File: config.mk
export PLATFORM = sky130hd
export DESIGN_NAME = power_budget_capability_regs
export DESIGN_NICKNAME = d
export VERILOG_FILES = /design/src/design/budget_pkg.sv /design/src/design/budget_entry_store.sv /design/src/design/power_budget_capability_regs.sv
export SDC_FILE = /design/constraint.sdc
export NUM_CORES = 1
export LEC_CHECK = 0
export BUFFER_PORTS_ARGS = -buffer_cell sky130_fd_sc_hd__clkbuf_2
export CAP_MARGIN = 5
export CORE_UTILIZATION = 50
export CTS_CLUSTER_SIZE = 40
export DETAILED_ROUTE_END_ITERATION = 6
export MAX_ROUTING_LAYER = met4
export PLACE_DENSITY = 0.67
export RECOVER_POWER = 100
export SKIP_LAST_GASP = 1
export SLEW_MARGIN = 20
export SYNTH_ARGS = -nofsm -noshare
export SYNTH_HDL_FRONTEND = slang
export SYNTH_SLANG_ARGS = --single-unit
export TNS_END_PERCENT = 100
File: constraint.sdc
create_clock -name clk_i -period 6.45 [get_ports clk_i]
set_clock_uncertainty 0.15 [all_clocks]
set_input_delay 0.3225 -clock clk_i [delete_from_list [all_inputs] [get_ports clk_i]]
set_output_delay 0.3225 -clock clk_i [all_outputs]
set_load 0.05 [all_outputs]
File: src/design/budget_pkg.sv
package budget_pkg;
   localparam int unsigned DATA_W = 32;
   localparam int unsigned ADDR_W = 12;
   localparam int unsigned ENTRY_COUNT = 10;
   localparam logic [11:0] OFF_CAP_HEADER = 12'h280;
   localparam logic [11:0] OFF_SELECT = 12'h284;
   localparam logic [11:0] OFF_READOUT = 12'h288;
   localparam logic [11:0] OFF_ENTRY_BASE = 12'h300;
   localparam logic [11:0] OFF_UNLOCK = 12'h340;
   localparam logic [11:0] OFF_HEADER_LOCK = 12'h344;
   localparam logic [31:0] HEADER_RESET = 32'h0000_0000;
   localparam logic [7:0] SELECT_RESET = 8'h00;
   localparam logic [3:0] ENTRY_MAX = 4'h9;
   localparam int unsigned SEL_W = 8;
   localparam int unsigned ID_LSB = 0;
   localparam int unsigned ID_W = 16;
   localparam int unsigned VER_LSB = 16;
   localparam int unsigned VER_W = 4;
   localparam int unsigned LINK_LSB = 20;
   localparam int unsigned LINK_W = 12;
   localparam logic [15:0] CAP_ID_POWER = 16'h0004;
   localparam logic [3:0] CAP_VERSION_ONE = 4'h1;

   typedef struct packed {
      logic [11:0] following_structure_link;
      logic [3:0] structure_version;
      logic [15:0] capability_identifier;
   } cap_header_s;

   typedef struct packed {
      logic cyc;
      logic stb;
      logic we;
      logic [3:0] sel;
      logic [11:0] adr;
      logic [31:0] dat;
   } wb_req_s;
endpackage

File: src/design/budget_entry_store.sv
`timescale 1ns/1ns
module budget_entry_store #(
   parameter int unsigned ENTRIES = budget_pkg::ENTRY_COUNT
) (
   input wire logic clk_i,
   input wire logic rst_i,
   input wire logic unlock_i,
   input wire logic wr_en_i,
   input wire logic [3:0] wr_idx_i,
   input wire logic [3:0] wr_sel_i,
   input wire logic [31:0] wr_data_i,
   input wire logic [7:0] rd_sel_i,
   output logic [31:0] rd_data_o,
   output logic [31:0] sel_data_o
);
   logic [31:0] entry [ENTRIES];
   logic sel_in_range;
   logic [31:0] next_sel_data;

   // Stored words clear on the fundamental reset so the readout starts at zero
   genvar g;
   generate
      for (g = 0; g < ENTRIES; g++) begin : gen_entry
         always_ff @(posedge clk_i) begin
            if (rst_i) begin
               entry[g] <= '0;
            end else if (wr_en_i && unlock_i && wr_idx_i == 4'(g)) begin
               for (int b = 0; b < 4; b++) begin
                  if (wr_sel_i[b]) begin
                     entry[g][8*b +: 8] <= wr_data_i[8*b +: 8];
                  end
               end
            end
         end
      end
   endgenerate

   assign sel_in_range = rd_sel_i <= {4'h0, budget_pkg::ENTRY_MAX};
   assign next_sel_data = sel_in_range ? entry[rd_sel_i[3:0]] : 32'h0000_0000;
   assign rd_data_o = (wr_idx_i < 4'(ENTRIES)) ? entry[wr_idx_i] : 32'h0000_0000;

   always_ff @(posedge clk_i) begin
      if (rst_i) begin
         sel_data_o <= 32'h0000_0000;
      end else begin
         sel_data_o <= next_sel_data;
      end
   end
endmodule

File: src/design/power_budget_capability_regs.sv
`timescale 1ns/1ns
// What this block does
// Header identifier bits 15:0 is 0x4 for power budgeting; lock-gated writes.
// Header bits 19:16 hold structure version; 1 means first version.
// Software or serial memory loads identifier and version; reset is zero. This block has no serial memory load, only bus writes.
// Eight-bit read-write selector, reset zero, picks the readout entry.
// Selector above 9 makes readout return zero.
// Readout is 32-bit read-only: chosen entry or zero.
// Ten 32-bit stored entries live from offset 0x300.
// Stored entries take writes only while the unlock bit is set.
// Header fields reset to zero; writes only when header lock is open.
module power_budget_capability_regs (
   input wire logic clk_i,
   input wire logic rst_i,
   input wire logic wb_cyc_i,
   input wire logic wb_stb_i,
   input wire logic wb_we_i,
   input wire logic [3:0] wb_sel_i,
   input wire logic [11:0] wb_adr_i,
   input wire logic [31:0] wb_dat_i,
   output logic [31:0] wb_dat_o,
   output logic wb_ack_o,
   output logic [31:0] budget_readout_o
);
   budget_pkg::cap_header_s budget_cap_header;
   logic [7:0] budget_entry_selector;
   logic budget_entry_unlock;
   logic header_write_open;
   logic ack;
   logic [31:0] rdata;

   wire req = wb_cyc_i && wb_stb_i && !ack;
   wire wr = req && wb_we_i;
   wire hit_hdr = wb_adr_i == budget_pkg::OFF_CAP_HEADER;
   wire hit_sel = wb_adr_i == budget_pkg::OFF_SELECT;
   wire hit_rd = wb_adr_i == budget_pkg::OFF_READOUT;
   wire hit_unl = wb_adr_i == budget_pkg::OFF_UNLOCK;
   wire hit_lock = wb_adr_i == budget_pkg::OFF_HEADER_LOCK;
   wire [11:0] entry_off = wb_adr_i - budget_pkg::OFF_ENTRY_BASE;
   wire hit_entry = wb_adr_i >= budget_pkg::OFF_ENTRY_BASE && entry_off[11:2] < 10'(budget_pkg::ENTRY_COUNT)
      && entry_off[1:0] == 2'b00;
   wire [3:0] entry_idx = hit_entry ? entry_off[5:2] : 4'hF;
   wire [31:0] entry_rd;
   wire [31:0] sel_data;
   wire [31:0] hdr_word = budget_cap_header;
   wire [31:0] wmask;
   wire [31:0] next_hdr = (hdr_word & ~wmask) | (wb_dat_i & wmask);

   genvar lane;
   generate
      for (lane = 0; lane < 4; lane++) begin : gen_lane
         assign wmask[8*lane +: 8] = {8{wb_sel_i[lane]}};
      end
   endgenerate

   budget_entry_store #(
      .ENTRIES(budget_pkg::ENTRY_COUNT)
   ) u_store (
      .clk_i(clk_i),
      .rst_i(rst_i),
      .unlock_i(budget_entry_unlock),
      .wr_en_i(wr && hit_entry),
      .wr_idx_i(entry_idx),
      .wr_sel_i(wb_sel_i),
      .wr_data_i(wb_dat_i),
      .rd_sel_i(budget_entry_selector),
      .rd_data_o(entry_rd),
      .sel_data_o(sel_data)
   );

   always_ff @(posedge clk_i) begin
      if (rst_i) begin
         budget_cap_header <= budget_pkg::HEADER_RESET;
      end else if (wr && hit_hdr && header_write_open) begin
         budget_cap_header <= next_hdr;
      end
   end

   a_hdr_reset: assert property (@(posedge clk_i) disable iff (rst_i)
      $past(rst_i) |-> budget_cap_header == budget_pkg::HEADER_RESET)
      else $error("header not zero after reset");
   a_id_write: assert property (@(posedge clk_i) disable iff (rst_i)
      wr && hit_hdr && header_write_open && wb_sel_i[1:0] == 2'b11
      |=> budget_cap_header.capability_identifier == $past(wb_dat_i[15:0]))
      else $error("identifier write lost");
   a_link_write: assert property (@(posedge clk_i) disable iff (rst_i)
      wr && hit_hdr && header_write_open && wb_sel_i[3:2] == 2'b11
      |=> budget_cap_header.following_structure_link == $past(wb_dat_i[31:20]))
      else $error("link write lost");
   a_hdr_lane_keep: assert property (@(posedge clk_i) disable iff (rst_i)
      wr && hit_hdr && !wb_sel_i[0] |=> hdr_word[7:0] == $past(hdr_word[7:0]))
      else $error("disabled header lane written");
   a_ver_lane_keep: assert property (@(posedge clk_i) disable iff (rst_i)
      wr && hit_hdr && !wb_sel_i[2] |=> budget_cap_header.structure_version == $past(hdr_word[19:16]))
      else $error("version changed without its lane");
   a_hdr_addr_only: assert property (@(posedge clk_i) disable iff (rst_i)
      !(wr && hit_hdr) |=> $stable(budget_cap_header))
      else $error("header changed without a header write");

   always_ff @(posedge clk_i) begin
      if (rst_i) begin
         budget_entry_selector <= budget_pkg::SELECT_RESET;
      end else if (wr && hit_sel && wb_sel_i[0]) begin
         budget_entry_selector <= wb_dat_i[7:0];
      end
   end

   a_sel_reset: assert property (@(posedge clk_i) disable iff (rst_i)
      $past(rst_i) |-> budget_entry_selector == budget_pkg::SELECT_RESET)
      else $error("selector not zero after reset");
   a_sel_hold: assert property (@(posedge clk_i) disable iff (rst_i)
      !(wr && hit_sel && wb_sel_i[0]) |=> $stable(budget_entry_selector))
      else $error("selector changed without a selector write");

   always_ff @(posedge clk_i) begin
      if (rst_i) begin
         budget_entry_unlock <= 1'b0;
         header_write_open <= 1'b0;
      end else if (wr && wb_sel_i[0]) begin
         if (hit_unl) begin
            budget_entry_unlock <= wb_dat_i[0];
         end
         if (hit_lock) begin
            header_write_open <= wb_dat_i[0];
         end
      end
   end

   a_lock_reset: assert property (@(posedge clk_i) disable iff (rst_i)
      $past(rst_i) |-> !header_write_open && !budget_entry_unlock)
      else $error("write permissions open after reset");
   a_unlock_write: assert property (@(posedge clk_i) disable iff (rst_i)
      wr && hit_unl && wb_sel_i[0] |=> budget_entry_unlock == $past(wb_dat_i[0]))
      else $error("unlock write lost");
   a_lock_write: assert property (@(posedge clk_i) disable iff (rst_i)
      wr && hit_lock && wb_sel_i[0] |=> header_write_open == $past(wb_dat_i[0]))
      else $error("header lock write lost");

   always_comb begin
      rdata = 32'h0000_0000;
      if (hit_hdr) begin
         rdata = hdr_word;
      end else if (hit_sel) begin
         rdata = {24'h00_0000, budget_entry_selector};
      end else if (hit_rd) begin
         rdata = sel_data;
      end else if (hit_entry) begin
         rdata = entry_rd;
      end else if (hit_unl) begin
         rdata = {31'h0000_0000, budget_entry_unlock};
      end else if (hit_lock) begin
         rdata = {31'h0000_0000, header_write_open};
      end
   end

   always_ff @(posedge clk_i) begin
      if (rst_i) begin
         ack <= 1'b0;
         wb_dat_o <= 32'h0000_0000;
      end else begin
         ack <= req;
         wb_dat_o <= req ? rdata : 32'h0000_0000;
      end
   end

   a_ack_reset: assert property (@(posedge clk_i) disable iff (rst_i)
      $past(rst_i) |-> !ack && wb_dat_o == 32'h0000_0000)
      else $error("bus outputs busy after reset");
   a_rd_header: assert property (@(posedge clk_i) disable iff (rst_i)
      req && !wb_we_i && hit_hdr |=> wb_dat_o == $past(hdr_word))
      else $error("header read wrong");
   a_rd_select: assert property (@(posedge clk_i) disable iff (rst_i)
      req && !wb_we_i && hit_sel |=> wb_dat_o == {24'h00_0000, $past(budget_entry_selector)})
      else $error("selector read wrong");
   a_rd_readout: assert property (@(posedge clk_i) disable iff (rst_i)
      req && !wb_we_i && hit_rd |=> wb_dat_o == $past(sel_data))
      else $error("readout read wrong");
   a_rd_zero_high: assert property (@(posedge clk_i) disable iff (rst_i)
      req && !wb_we_i && hit_rd && $past(budget_entry_selector) > 8'h09 |=> wb_dat_o == 32'h0000_0000)
      else $error("readout read nonzero for selector above nine");
   a_rd_entry: assert property (@(posedge clk_i) disable iff (rst_i)
      req && !wb_we_i && hit_entry |=> wb_dat_o == $past(entry_rd))
      else $error("entry read wrong");
   a_rd_unlock: assert property (@(posedge clk_i) disable iff (rst_i)
      req && !wb_we_i && hit_unl |=> wb_dat_o == {31'h0000_0000, $past(budget_entry_unlock)})
      else $error("unlock read wrong");
   a_rd_lock: assert property (@(posedge clk_i) disable iff (rst_i)
      req && !wb_we_i && hit_lock |=> wb_dat_o == {31'h0000_0000, $past(header_write_open)})
      else $error("header lock read wrong");
   a_rd_unmapped: assert property (@(posedge clk_i) disable iff (rst_i)
      req && !wb_we_i && !(hit_hdr || hit_sel || hit_rd || hit_entry || hit_unl || hit_lock)
      |=> wb_dat_o == 32'h0000_0000)
      else $error("unmapped read not zero");
   a_dat_idle: assert property (@(posedge clk_i) disable iff (rst_i)
      !ack |-> wb_dat_o == 32'h0000_0000)
      else $error("read data outside acknowledge");

   assign wb_ack_o = ack;
   assign budget_readout_o = sel_data;

   a_sel_zero_high: assert property (@(posedge clk_i) disable iff (rst_i)
      $past(budget_entry_selector) > 8'h09 |-> sel_data == 32'h0000_0000)
      else $error("readout nonzero for selector above nine");
   a_hdr_locked: assert property (@(posedge clk_i) disable iff (rst_i)
      !$past(header_write_open) |-> $stable(budget_cap_header))
      else $error("header changed while locked");
   a_sel_write: assert property (@(posedge clk_i) disable iff (rst_i)
      wr && hit_sel && wb_sel_i[0] |=> budget_entry_selector == $past(wb_dat_i[7:0]))
      else $error("selector write lost");
   a_readout_ro: assert property (@(posedge clk_i) disable iff (rst_i)
      wr && hit_rd && $stable(budget_entry_selector) |=> ##1 $stable(sel_data))
      else $error("readout changed by write");
   a_ack_one: assert property (@(posedge clk_i) disable iff (rst_i)
      req |=> ack ##1 !ack)
      else $error("ack not single cycle");
   a_hdr_write: assert property (@(posedge clk_i) disable iff (rst_i)
      wr && hit_hdr && header_write_open && wb_sel_i == 4'hF |=> hdr_word == $past(wb_dat_i))
      else $error("header write lost");
   a_ver_field: assert property (@(posedge clk_i) disable iff (rst_i)
      wr && hit_hdr && header_write_open && wb_sel_i[2]
      |=> budget_cap_header.structure_version == $past(wb_dat_i[19:16]))
      else $error("version field wrong");
   a_entry_lock: assert property (@(posedge clk_i) disable iff (rst_i)
      budget_entry_selector <= 8'h09 && !budget_entry_unlock && $stable(budget_entry_selector) ##1
      $stable(budget_entry_selector) && !budget_entry_unlock |=> $stable(sel_data))
      else $error("entry changed while locked");
endmodule

==> impl_metrics.ini <==
[outcome]
status = finished with violations
failed_checks = capacitance limit, slew limit

[finish]
layout_commonest_cell = edfxtp_1
stdcell_area_mm2 = 0.0235
utilization_pct = 56.1
seq_area_mm2 = 0.0118
syn2layout_area_growth_pct = 10.6
nFillCells = 3457
multi_input_area_mm2 = 0.00883
drive_gt1_share_pct = 13.7
nNetsFinal = 1794
final_cell_mix = edfxtp_1, and2_0, and2_1

[setup_path]
critical_path.startpoint_type = input pin
crit_path_end = u_store.entry[7][9]
worstPathArrival_ns = 5.07
crit_fanout = 15
path_class = input pin to flop
r2r-end = wb_dat_o[12]
r2r_cells = 5
ff2ff_setup_slack_ns = 2.75
crit_start = wb_adr_i[11]
crit_path_end_kind = flop
r2r_start = wb_ack_o
cp_data_required_time_ns = 6.72

[clocking]
clock_path_buffers = 3
ctsRootBufferMaster = clkbuf_16
ctsResizeCount = 0
clk_pin_slew_ns = 0.06
numCtsBuffers = 46
cts_setup_buffers = 0
htree_num_levels = 2
postCtsHoldBufs = 10
clock_latency_ns = 0.58
cts_tree = built
cts.sinks = 427

[timing]
fin_crit_sh_pct = 74.4
hold_ws_ns = 0.0161
grt_setup_unrepaired = no
fin_ws_ns = 1.65
drv_slew = 67
hold_viol_final = 0
finalSetupViolations = 0
tightest_slew_ns = 1.94
fmax_ghz = 0.208
slew-limit-headroom_pct = -29.9
setup_tns_ns = 0
finalCriticalPeriod_ns = 4.80

[yosys]
synth_nets = 1744
synth_area_mm2 = 0.0213
synth_edf_count = 320
synth_largest_area_cell = edfxtp_1
yosysTopAreaCellShare_pct = 45.2
ys_warn_count = 0
ys_types = 60
seq_area_frac_synth_pct = 55.3
ys_ff_latch = 427
synth-main-ff-cell = edfxtp_1
async_flop_share_pct = 0
yosys-top-cells-area = edfxtp_1, dfxtp_1, and2_1
syn-instance-count = 1691
syn_avg_cell_area_um2 = 12.6

[placed_design]
place_hpwl_um = 41900
gp_congestion = 0.900
port-buffer-count = 117
pre_cts_ws_ns = 2.32
dpl-instance-area_mm2 = 0.0221

[die]
die_w_um = 208
core_mm2 = 0.0419
die-area_mm2 = 0.0433
die_h_um = 208
io_pins = 118
rows = 75
start_util_pct = 50.7

[job]
maxCapViolations = 3

[drt]
vias = 15131
drt_iter0_drc = 1725
dr.pass1.iters = 5
avgRoutedWirePerCell_um = 28.2
drt-total-wl_um = 65300
routed_via_density = 6.53
drtAntennaViolNets = 0
drc_errors = 0

[power_and_ir_drop]
p_leak_nw = 8.38
ir_worst_vdd_mv = 0.200
powerDensity_mw_per_mm2 = 261

[global_route]
grt_usage_pct = 30.9
grt_pass1_wl_um = 95100
grt_overflow = 0
grt_pass1_vias = 14939
antenna_found_initial = 2
grt_max_degree = 72

[hold_path]
worstHoldPathType = input pin to flop
==> how the worst min path moves through the flow <==
stage | start | end | slack (ns) | depth (start not counted)
final | wb_dat_i[9] | flop | 0.02 | 3
after global placement | flop | flop | 0.33 | 2
after global routing | wb_dat_i[2] | budget_entry_selector[2] | 0.03 | 3
after detailed placement | flop | flop | 0.34 | 2
after CTS | wb_dat_i[9] | flop | 0.0002 | 3
after floorplan | wb_dat_i[0] | budget_entry_selector[0] | 0.31 | 2
==> cell type report <==
class,instances,area share (%)
clock inverters,20,0.973
flip-flops and latches,427,50.0
multi-input cells,1120,37.5
clock buffers,64,5.48
repair buffers,144,3.10
diodes,2,0.0213
inverters,2,0.0319
well taps,539,2.87
==> worst max-delay path: stages <==
cell and delay, ns:
clkbuf_2 0.08, nor3b_1 1.36, nand4b_1 1.03, clkbuf_1 0.57, or4_1 0.71, nor2_1 0.74
and2_0 0.23
==> through the flow <==
stage | power [mW] | cells
after floorplan | 3.35 | 1691
after global placement | 3.49 | 2222
after detailed placement | 3.50 | 2222
after CTS | 6.16 | 2316
after global routing | 6.28 | 2318
final | 6.14 | 2318
==> cell usage after synthesis (13+ instances only) <==
cell type	n
and2_1	324
edfxtp_1	320
mux2i_1	131
nor2_1	128
dfxtp_1	107
clkbuf_1	90
mux4_2	84
a211oi_1	69
nor2b_1	43
o21ai_0	42
a21o_1	40
a21oi_1	40
buf_2	33
nand2_1	27
a22oi_1	20
a221oi_1	14
mux2_2	14
o22ai_1	14
buf_1	13
==> sequential cells by signal (all words and copies together), names as in the netlist, named ones only <==
signal	flops
budget_entry_selector	8
u_store.sel_data_o	32
wb_dat_o	32
wb_ack_o	1
header_write_open	1
budget_entry_unlock	1
u_store.entry	320
==> logic make-up after synthesis <==
logic type / Yosys count / synth area share (%)
and+or+nand+nor: 596 / 16.3
DFF: 427 / 55.3
AOI/OAI and AO/OA: 295 / 9.79
muxes: 229 / 15.8
buffers and inverters: 144 / 2.84
==> power breakdown <==
| part | switching [mW] | internal [mW] | total, mW |
|---|---|---|---|
| logic | 0.264 | 0.119 | 0.383 |
| clock network | 1.10 | 1.59 | 2.70 |
| registers | 0.0445 | 3.02 | 3.07 |
==> layer usage <==
metal  global-route usage, %  share of wire (%)
met1                    39.4                 39
met4                    16.6                5.3
met3                    6.04                9.8
met2                    46.7                 46
met5                       -                  0
(Power assumes the default switching activity.)
